[config.mk]
export PLATFORM = sky130hd
export DESIGN_NAME = gcid_top
export DESIGN_NICKNAME = d
export VERILOG_FILES = /design/src/rtl/gcid_pkg.sv /design/src/rtl/gcid_top.sv
export SDC_FILE = /design/constraint.sdc
export NUM_CORES = 1
export LEC_CHECK = 0
export ABC_AREA = 1
export BUFFER_PORTS_ARGS = -buffer_cell sky130_fd_sc_hd__buf_2
export CAP_MARGIN = 15
export CORE_ASPECT_RATIO = 0.9
export CORE_UTILIZATION = 60
export DETAILED_ROUTE_END_ITERATION = 12
export PLACE_DENSITY = 0.77
export SYNTH_ARGS = -nofsm -noshare
export SYNTH_HDL_FRONTEND = slang
export SYNTH_SLANG_ARGS = --single-unit
[constraint.sdc]
create_clock -name SYS_CLK -period 1.8 [get_ports SYS_CLK]
set_clock_uncertainty 0.05 [all_clocks]
set_input_delay 0.27 -clock SYS_CLK [delete_from_list [all_inputs] [get_ports SYS_CLK]]
set_output_delay 0.27 -clock SYS_CLK [all_outputs]
set_load 0.01 [all_outputs]
[src/rtl/gcid_pkg.sv]
// Constants for the global command and identification register block
package gcid_pkg;
	// ----------------------------------------
	// Register byte addresses (lower byte of each word, except ADDR_CMD_HI)
	// ----------------------------------------
	localparam logic [6:0] ADDR_CMD_LO = 7'h68;
	localparam logic [6:0] ADDR_CMD_HI = 7'h69;
	localparam logic [6:0] ADDR_FW_REV = 7'h6C;
	localparam logic [6:0] ADDR_MONTH_DAY = 7'h6E;
	localparam logic [6:0] ADDR_YEAR = 7'h70;
	localparam logic [6:0] ADDR_PRODUCT = 7'h72;
	localparam logic [6:0] ADDR_SERIAL = 7'h74;
	localparam logic [6:0] ADDR_SCRATCH1 = 7'h76;
	localparam logic [6:0] ADDR_SCRATCH2 = 7'h78;
	localparam logic [6:0] ADDR_SCRATCH3 = 7'h7A;
	localparam logic [6:0] ADDR_FLASH_LO = 7'h7C;
	localparam logic [6:0] ADDR_FLASH_HI = 7'h7E;
	// ----------------------------------------
	// Command bit positions
	// ----------------------------------------
	localparam int CMD_BIAS_UPD = 0;
	localparam int CMD_FACTORY = 1;
	localparam int CMD_SELFTEST = 2;
	localparam int CMD_BACKUP = 3;
	localparam int CMD_FLASHTEST = 4;
	localparam int CMD_SOFT_RESET = 7;
	// Diagnostic status bit positions
	localparam int DIAG_BACKUP_FAIL = 2;
	localparam int DIAG_SELFTEST_FAIL = 5;
	localparam int DIAG_FLASH_FAIL = 6;
	// ----------------------------------------
	// Frame layout
	// ----------------------------------------
	localparam int FRAME_BITS = 16;
	localparam int FRAME_WR_BIT = 15;
	// ----------------------------------------
	// Reset values and identity (identity values arbitrary)
	// ----------------------------------------
	localparam logic [15:0] SCRATCH_RST = 16'h0000;
	localparam logic [31:0] FLASH_CNT_RST = 32'h0000_0000;
	localparam logic [15:0] PRODUCT_CODE_VAL = 16'h1234; // Arbitrary value
	localparam logic [15:0] SERIAL_VAL = 16'h0001; // Arbitrary value
	localparam logic [15:0] FW_REV_VAL = 16'h0100;
	localparam logic [15:0] MONTH_DAY_VAL = 16'h0101;
	localparam logic [15:0] YEAR_VAL = 16'h2000;
	// ----------------------------------------
	// Command execution time
	// ----------------------------------------
	localparam int CMD_TIME_US = 20;
	localparam int CLK_MHZ = 100;
	localparam logic [15:0] CMD_CYCLES = 16'(CMD_TIME_US * CLK_MHZ);
	typedef enum logic [1:0] {GCID_IDLE, GCID_STIM_OFF, GCID_STIM_ON, GCID_RUN} gcid_state_t;
endpackage

[src/rtl/gcid_top.sv]
// Global command interpreter with identification, scratch and flash-wear registers
// Notes on behaviour
// - Writing one to a command bit starts that function; zero starts nothing.
// - While a command runs, data, ready pulses and serial requests are suspended.
// - Bit 7 resets the device, clearing data, then sampling restarts.
// - Bit 4 computes flash CRC excluding user registers, compares with factory CRC.
// - CRC mismatch sets diagnostic bit 6.
// - Bit 3 copies user registers into flash as backup.
// - Backup outcome goes to diagnostic bit 2: zero pass, one fail.
// - Bit 2 launches the sensor self-test.
// - Self-test measures, stimulates, measures, removes stimulus, compares difference to limits.
// - Self-test result goes to diagnostic bit 5.
// - Bit 1 reloads factory defaults into control, decimation and filter registers.
// - Factory restore also zeroes all twelve bias correction words.
// - Bit 0 applies bias correction from the continuous estimator.
// - Firmware revision reads as 16-bit BCD.
// - Month-day register holds month BCD upper byte, day BCD lower byte.
// - Year register holds four-digit BCD year, read-only.
// - Product code register returns a fixed identification code.
// - Serial register returns a read-only lot serial number.
// - Three scratch words read and write freely without side effect.
// - A 32-bit flash write count, split low and high, increments each flash write.
`timescale 1ns/1ps
`default_nettype none
module gcid_top
(
	input wire logic SYS_CLK,
	input wire logic SRST,
	input wire logic SCLK,
	input wire logic CS_N,
	input wire logic DIN,
	output logic DOUT,
	input wire logic DATA_READY_IN,
	output logic DATA_READY_OUT,
	output logic DATA_HALT,
	output logic SENSOR_RESTART,
	output logic FACTORY_RESTORE,
	output logic BIAS_ZERO,
	output logic BIAS_APPLY,
	output logic FLASH_BACKUP,
	output logic STIMULUS_ON,
	output logic MEASURE_STROBE,
	input wire logic MEASURE_DONE,
	input wire logic SELFTEST_FAIL_IN,
	input wire logic CRC_MISMATCH_IN,
	input wire logic BACKUP_FAIL_IN,
	input wire logic ENGINE_DONE,
	output logic [7:0] DIAG_BITS
);
	import gcid_pkg::*;

	function automatic logic [15:0] read_word(input logic [6:0] a, input logic [15:0] s1, input logic [15:0] s2,
			input logic [15:0] s3, input logic [31:0] fc);
		logic [6:0] w;
		w = {a[6:1], 1'b0};
		case (w)
			ADDR_FW_REV: read_word = FW_REV_VAL;
			ADDR_MONTH_DAY: read_word = MONTH_DAY_VAL;
			ADDR_YEAR: read_word = YEAR_VAL;
			ADDR_PRODUCT: read_word = PRODUCT_CODE_VAL;
			ADDR_SERIAL: read_word = SERIAL_VAL;
			ADDR_SCRATCH1: read_word = s1;
			ADDR_SCRATCH2: read_word = s2;
			ADDR_SCRATCH3: read_word = s3;
			ADDR_FLASH_LO: read_word = fc[15:0];
			ADDR_FLASH_HI: read_word = fc[31:16];
			default: read_word = 16'h0000;
		endcase
	endfunction

	typedef struct packed {
		logic [2:0] sclk_s;
		logic [2:0] cs_s;
		logic [2:0] din_s;
		logic sclk_q;
		logic [3:0] bitcnt;
		logic [15:0] shift;
		logic [15:0] tx;
		logic [6:0] rd_addr;
		logic rd_pend;
		logic [7:0] cmd_lo;
		logic [15:0] scr1;
		logic [15:0] scr2;
		logic [15:0] scr3;
		logic [31:0] flash_cnt;
		logic [7:0] diag;
		logic [7:0] active;
		gcid_state_t st;
		logic [15:0] timer;
		logic [8:0] pulses;
		logic dr_q;
	} gcid_regs_t;

	gcid_regs_t q_r;
	gcid_regs_t q_nxt;
	logic sclk_lvl;
	logic cs_lvl;
	logic din_lvl;
	logic rise;
	logic fall;
	logic busy;
	logic [15:0] frame;

	// ----------------------------------------
	// Sampled pin levels: second and third stages must agree for SCLK and CS_N; DIN uses the second stage alone
	// ----------------------------------------
	assign sclk_lvl = (q_r.sclk_s[2] == q_r.sclk_s[1]) ? q_r.sclk_s[1] : q_r.sclk_q;
	assign cs_lvl = q_r.cs_s[2] & q_r.cs_s[1] ? 1'b1 : (~q_r.cs_s[2] & ~q_r.cs_s[1] ? 1'b0 : 1'b1);
	assign din_lvl = q_r.din_s[1];
	assign rise = sclk_lvl & ~q_r.sclk_q;
	assign fall = ~sclk_lvl & q_r.sclk_q;
	assign busy = (q_r.st != GCID_IDLE);
	assign frame = {q_r.shift[14:0], din_lvl};

	// ----------------------------------------
	// Next-state logic
	// ----------------------------------------
	always_comb begin
		q_nxt = q_r;
		q_nxt.sclk_s = {q_r.sclk_s[1:0], SCLK};
		q_nxt.cs_s = {q_r.cs_s[1:0], CS_N};
		q_nxt.din_s = {q_r.din_s[1:0], DIN};
		q_nxt.sclk_q = sclk_lvl;
		q_nxt.dr_q = DATA_READY_IN;
		q_nxt.pulses = '0;
		// Reply word is fetched one cycle after a read frame closes, ready before the next frame
		if (q_r.rd_pend) begin
			q_nxt.tx = read_word(q_r.rd_addr, q_r.scr1, q_r.scr2, q_r.scr3, q_r.flash_cnt);
			q_nxt.rd_pend = 1'b0;
		end
		// Serial port: ignored entirely while a command runs
		if (cs_lvl || busy) begin
			q_nxt.bitcnt = '0;
		end else if (rise) begin
			q_nxt.shift = frame;
			q_nxt.bitcnt = q_r.bitcnt + 4'h1;
			if (q_r.bitcnt == 4'(FRAME_BITS - 1)) begin
				// Full frame: flag, address, data byte
				if (frame[FRAME_WR_BIT]) begin
					case (frame[14:8])
						ADDR_CMD_LO: q_nxt.cmd_lo = frame[7:0];
						ADDR_CMD_HI: q_nxt.active = q_r.cmd_lo;
						ADDR_SCRATCH1: q_nxt.scr1[7:0] = frame[7:0];
						ADDR_SCRATCH1 + 7'h01: q_nxt.scr1[15:8] = frame[7:0];
						ADDR_SCRATCH2: q_nxt.scr2[7:0] = frame[7:0];
						ADDR_SCRATCH2 + 7'h01: q_nxt.scr2[15:8] = frame[7:0];
						ADDR_SCRATCH3: q_nxt.scr3[7:0] = frame[7:0];
						ADDR_SCRATCH3 + 7'h01: q_nxt.scr3[15:8] = frame[7:0];
						default: q_nxt.cmd_lo = q_r.cmd_lo;
					endcase
				end else begin
					q_nxt.rd_addr = frame[14:8];
					q_nxt.rd_pend = 1'b1;
				end
			end
		end else if (fall && q_r.bitcnt != 4'h0) begin
			// The first fall of a frame must not shift, or the top reply bit is lost
			q_nxt.tx = {q_r.tx[14:0], 1'b0};
		end
		// Command sequencer
		case (q_r.st)
			GCID_IDLE: begin
				if (q_r.active != 8'h00) begin
					q_nxt.timer = CMD_CYCLES;
					q_nxt.pulses[0] = q_r.active[CMD_SOFT_RESET];
					q_nxt.pulses[1] = q_r.active[CMD_FACTORY];
					q_nxt.pulses[2] = q_r.active[CMD_FACTORY];
					q_nxt.pulses[3] = q_r.active[CMD_BIAS_UPD];
					q_nxt.pulses[4] = q_r.active[CMD_BACKUP];
					q_nxt.pulses[5] = q_r.active[CMD_SELFTEST];
					q_nxt.pulses[6] = q_r.active[CMD_FLASHTEST];
					q_nxt.st = q_r.active[CMD_SELFTEST] ? GCID_STIM_OFF : GCID_RUN;
					if (q_r.active[CMD_BACKUP]) begin
						q_nxt.flash_cnt = q_r.flash_cnt + 32'h1;
					end
					if (q_r.active[CMD_SOFT_RESET]) begin
						q_nxt.scr1 = SCRATCH_RST;
						q_nxt.scr2 = SCRATCH_RST;
						q_nxt.scr3 = SCRATCH_RST;
					end
				end
			end
			GCID_STIM_OFF: begin
				// Baseline measure, then stimulus on
				if (MEASURE_DONE) begin
					q_nxt.st = GCID_STIM_ON;
					q_nxt.pulses[5] = 1'b1;
				end
			end
			GCID_STIM_ON: begin
				if (MEASURE_DONE) begin
					q_nxt.st = GCID_IDLE;
					q_nxt.active = '0;
					q_nxt.diag[DIAG_SELFTEST_FAIL] = SELFTEST_FAIL_IN;
				end
			end
			GCID_RUN: begin
				if (q_r.timer != 16'h0000) begin
					q_nxt.timer = q_r.timer - 16'h0001;
				end
				if (ENGINE_DONE || q_r.timer == 16'h0000) begin
					q_nxt.st = GCID_IDLE;
					q_nxt.active = '0;
					if (q_r.active[CMD_FLASHTEST] && CRC_MISMATCH_IN) begin
						q_nxt.diag[DIAG_FLASH_FAIL] = 1'b1;
					end
					if (q_r.active[CMD_BACKUP]) begin
						q_nxt.diag[DIAG_BACKUP_FAIL] = BACKUP_FAIL_IN;
					end
				end
			end
			default: q_nxt.st = GCID_IDLE;
		endcase
	end

	// ----------------------------------------
	// State register
	// ----------------------------------------
	always_ff @(posedge SYS_CLK) begin
		if (SRST) begin
			q_r <= '0;
			q_r.cs_s <= 3'h7;
			q_r.sclk_s <= 3'h7; // Serial clock idles high, so no false edge after reset
			q_r.sclk_q <= 1'b1;
			q_r.st <= GCID_IDLE;
		end else begin
			q_r <= q_nxt;
		end
	end

	// Outputs; ready pulses are gated while busy so none leak mid-command
	assign DOUT = q_r.tx[15];
	assign DATA_READY_OUT = q_r.dr_q & ~busy;
	assign DATA_HALT = busy;
	assign SENSOR_RESTART = q_r.pulses[0];
	assign FACTORY_RESTORE = q_r.pulses[1];
	assign BIAS_ZERO = q_r.pulses[2];
	assign BIAS_APPLY = q_r.pulses[3];
	assign FLASH_BACKUP = q_r.pulses[4];
	assign MEASURE_STROBE = q_r.pulses[5] | q_r.pulses[6];
	assign STIMULUS_ON = (q_r.st == GCID_STIM_ON);
	assign DIAG_BITS = q_r.diag;
endmodule
`default_nettype wire

**After elaboration in Yosys (flattened, before gate mapping)**

Index checks and enable logic that the tools add are counted.

- Memories: 0
- Memory bits (writable): 0
- Register bits after elaboration: 178
- Latch bits: 0
- Word-level logic and storage cells: 134
- Bits in read-only memories: 0
- Bits of input ports: 11

- Div/mod/pow operators: 0
- Muxes and demuxes: 40
- $mul: 0
- Magnitude comparators: 0
- Equality and inequality tests: 28
- Shift operators: 0
- Bitwise logic cells: 17
- Add/sub/neg operators: 3
- Reduce and logical (&&, ||, !) cells: 23

Operators by type and width:

| operator | number |
|---|---|
| 2-to-1 mux 80 bit | 3 |
| one-hot mux 16 bit (10 select lines) | 1 |
| 2-to-1 mux 64 bit | 2 |
| 2-to-1 mux 8 bit | 13 |
| 2-to-1 mux 16 bit | 4 |
| == test 6 bit, second input constant | 10 |
| == test 7 bit, second input constant | 8 |
| 2-to-1 mux 56 bit | 1 |
| 2-to-1 mux 48 bit | 1 |
| adder 32 x 1 -> 32 bit, second input constant | 1 |
| 2-to-1 mux 32 bit | 1 |
| one-hot mux 16 bit (2 select lines) | 1 |
| 2-to-1 mux 10 bit | 2 |
| 2-to-1 mux 18 bit | 1 |
| logical NOT 16 bit | 1 |
| one-hot mux 8 bit (2 select lines) | 1 |
| nonzero test 16 bit | 1 |
| subtractor 16 x 1 -> 16 bit, second input constant | 1 |
| AND reduction 3 bit | 4 |
| NOT 1 bit | 11 |
| inequality test 2 bit, second input constant | 4 |
| one-hot mux 2 bit (4 select lines) | 1 |
| AND reduction 4 bit | 2 |
| nonzero test 8 bit | 1 |
| other kinds (22) | 35 |

**Logic depth before layout (Yosys ltp)**

- Word-level depth: 11
- Mapped depth: 11

**Worst setup path before layout**

OpenSTA, ideal clock, no wires.

- Path type: register -> register
- Start point: reg q_r[173] (netlist bit)
- End point: reg q_r[28] (netlist bit)
- Path buffers: 1
- Setup slack: 0.158 ns
- Arrival time: 1.467 ns
- Setup time: 0.124 ns
- Required time: 1.626 ns
- Stages on the path, launching flop included: 10
- Clock period less this slack: 1.642 ns
- Cell sequence: dfxtp_1 > ha_1 > nand3_1 > nor2_1 > nand2_1 > inv_2 > nand3_2 > buf_6 > o21ai_0 > nor2_1

- Longest elaborated chain between the ends: 6

RTL lines:

| what | line | RTL |
|---|---|---|
| from (decl) | gcid_top.sv:94 | `gcid_regs_t q_r;` |
| from (signal assigned) | gcid_top.sv:227 | `q_r <= q_nxt;` |
| == test 4 bit * | gcid_top.sv:137 | `if (q_r.bitcnt == 4'(FRAME_BITS - 1)) begin` |
| 2-to-1 mux 8 bit * | gcid_top.sv:137 |  |
| 2-to-1 mux 8 bit * | gcid_top.sv:134 | `end else if (rise) begin` |
| 2-to-1 mux 8 bit * | gcid_top.sv:132 | `if (cs_lvl \|\| busy) begin` |
| 2-to-1 mux 10 bit, on equally long branches | gcid_top.sv:201, gcid_top.sv:191 |  |
| one-hot mux 8 bit (2 select lines) * | gcid_top.sv:161 | `case (q_r.st)` |

Every way passes the cells marked *; elsewhere a longest branch is shown, timed or not. The select of a mux whose other input is x is not followed.
A chain may end at the register's enable or synchronous reset.

**Worst setup path in the final report**

- Start point: reg q_r[173] (netlist bit)
- End point: reg q_r[30] (netlist bit)

Same word-level chain as after synthesis.

==> flow_summary.toml <==
[run_status]
status = "finished, final reports clean"

[cells_and_area]
fin_nets = 1356
area_growth_pct = 14.4
num_antenna_cells = 0
drive_gt1_share_pct = 12.5
layoutNonFillerInstCount = 1547
fillers = 1238
finish.utilization_pct = 70.4

[grt]
antenna_found_initial = 0
grt_pass1_vias = 7631
grt_pass1_wl_mm = 36.5
grt_overflow = 0
grt_usage_pct = 31.3
grt_max_degree = 42

[setup_path]
required_ns = 2.12
reg2regPathDepth = 9
end_kind = "flip-flop"
cp_max_fo = 16
crit_chain = "ha_1, nand3_1, nor2_2, nand2_2, inv_2, nand3_4, nand2_1, o21ai_2, nor2_1"
rr_endpoint = "q_r[30]"
rrSetupSlack_ns = 0.08
critPathBufInv = 1
worstSetupPathType = "reg2reg"
path_delay_family = "simple AND/OR/NAND/NOR gates"
r2r-start = "q_r[173]"
critPathSlowestCell = "dfxtp_1"
cp-start-kind = "flip-flop"
worstPathArrival_ns = 2.04
slowest_delay_ns = 0.36

[logic_synthesis]
synth_most_common_cell = "nor2_1"
synth_warnings = 0
syn-cell-area_mm2 = 0.00862
syn_inst = 1299
yosysTopAreaCell = "dfxtp_1"
synth_edf_count = 0
synth_top_area_share_pct = 40.7
synthTopCellsByCount = "nor2_1, nand2_1, dfxtp_1"
ys_seq_area_share_pct = 40.7
ys.flop_type = "dfxtp_1"
synthArstFlopShare_pct = 0
synthTopCellsByArea = "dfxtp_1, nor2_1, nand2_1"
ys_ff_latch = 175
synth_cell_types = 40
syn_avg_cell_area_um2 = 6.63

[clock_network]
cts_buffers = 17
clock_path_buffers = 2
clock-sinks = 175
cts_tree = "yes"
clkLatencyLatePin_ns = 0.44
clk_pin_slew_worst_paths_ns = 0.07
cts_htree_levels = 4
clock-root-buffer = "clkbuf_16"

[placement]
gp_congestion = 0.937
portBuffers = 23
dp_cells = 1510
dp_hpwl_mm = 15.6
post-place-ws_ns = -0.00484

[die]
core-area_mm2 = 0.0140
io_pins = 29
die_h_um = 116
die_w_um = 128
rows = 41
start_util_pct = 61.5
die_area_mm2 = 0.0148

[sta]
rsz0062_at_grt = "yes"
layout_setup_ws_ns = 0.0758
hold_violations = 0
fmax_ghz = 0.580
period_minus_slack_ns = 1.72
period_share_pct = 95.8
tightest_slew_ns = 0.509
slew_headroom_pct = 66.1
setup_viol = 0
finalMaxSlewViolations = 0
holdWs_ns = 0.0514

[route]
vias = 8482
drc = 0
routed_wl_mm = 22.6
ant_nets = 0
drt_iter0_markers = 670
firstDrtPassIters = 6
vias_per_cell = 5.48
routedWlPerCell_um = 14.6

[pwr]
power.density_mw_per_mm2 = 813
vdd_ir_drop_max_mv = 0.686
total_power_w = 0.00802
power.leakage_nw = 4.01

[min_path]
hold_path.class = "in2reg"
hold_depth = 3
hold_start = "SELFTEST_FAIL_IN"
whs_endpoint = "DIAG_BITS[5]"

[job]
maxCapViolations = 0
-- cells in the final DEF (no fill, tap or decap), types with 5 or more instances in the layout --
cell and instances:
o2111ai_1 5, clkbuf_16 17, a211oi_1 7, buf_2 23, or2_2 7, a21oi_1 80
nor2_2 13, o21ai_1 15, o21ai_0 105, inv_1 121, nand4_1 22, conb_1 5
nor3_1 10, inv_6 5, inv_2 9, nand2_1 237, buf_4 39, nor2_1 266
nand3_1 110, dfxtp_1 172, nand2_2 7, a31oi_1 6, xor2_1 5, nor2_4 5
buf_12 6
-- cell type report --
cell class / count / area, µm² / share of cell area [%]
multi-input combinational: 940 / 4440 / 45.0
timing repair buffer: 72 / 568 / 5.76
clock buffer: 18 / 439 / 4.45
sequential: 175 / 3510 / 35.6
tap: 193 / 241 / 2.45
inverter: 135 / 518 / 5.25
clock inverter: 14 / 149 / 1.51
-- metal layers --
metal | up-vias | share of wire, % | global-route usage, %
li1 | 4287 | - | -
met1 | 3879 | 45 | 40.9
met2 | 279 | 46 | 50.8
met3 | 37 | 6.7 | 7.34
met4 | 0 | 2.1 | 10.6
met5 | - | 0 | 0
-- per-stage QoR --
stage          TNS [ns]  instance area [µm²]
2_1_floorplan         0                 8630
4_1_cts               0                 9750
3_5_place_dp   -0.00484                 9110
5_1_grt          -0.970                 9860
6_report              0                 9860
3_3_place_gp          0                 9110
-- flip-flops by register name, summed over array words and instances (netlist names) --
register	cells
FLASH_BACKUP	1
q_r	146
din_lvl	1
DIAG_BITS	3
SENSOR_RESTART	1
DOUT	1
BIAS_APPLY	1
BIAS_ZERO	1
frame	15
q_nxt	5
-- worst max-delay path by stage --
| stage | startpoint | end | slack (ns) | cells past startpoint |
|---|---|---|---|---|
| 2_1_floorplan | q_r[173] | q_r[28] | 0.16 | 9 |
| 3_3_place_gp | q_r[173] | q_r[98] | 0.06 | 8 |
| 3_5_place_dp | q_r[173] | q_r[31] | -0.005 | 8 |
| 4_1_cts | q_r[173] | q_r[110] | 0.001 | 9 |
| 5_1_grt | q_r[173] | q_r[115] | -0.07 | 9 |
| 6_report | q_r[173] | q_r[30] | 0.08 | 9 |
-- repair_timing --
item | in CTS | in global routing
endpoints found under the setup margin | 13 | 89
cloned | 0 | 0
hold buffers | 4 | 0
endpoints found under the hold margin | 4 | 0
buffers inserted | 0 | 1
gates resized for setup | 5 | 42
pin swaps | 0 | 3
-- worst register-to-register path, cell delays in order (launching register included) --
cell     delay [ns]
dfxtp_1        0.36
ha_1           0.20
nand3_1        0.12
nor2_2         0.14
nand2_2        0.11
inv_2          0.14
nand3_4        0.20
nand2_1        0.14
o21ai_2        0.07
nor2_1         0.12
-- kinds of logic after synthesis --
| group | Yosys count | synth area share [%] |
|---|---|---|
| AND/OR/NAND/NOR | 698 | 34.9 |
| AO/OA/AOI/OAI | 227 | 13.9 |
| buffers and inverters | 188 | 9.25 |
| flip-flops | 175 | 40.7 |
| XOR/XNOR | 6 | 0.610 |
| adder cells (fa/ha/maj) | 4 | 0.581 |
| other | 1 | 0.0435 |
-- power by group --
group | switching [W] | internal [W]
Sequential | 0.0000337 | 0.00390
Clock | 0.00173 | 0.00188
Combinational | 0.000307 | 0.000174
Total | 0.00207 | 0.00595
Power figures use the tool's default switching activity.
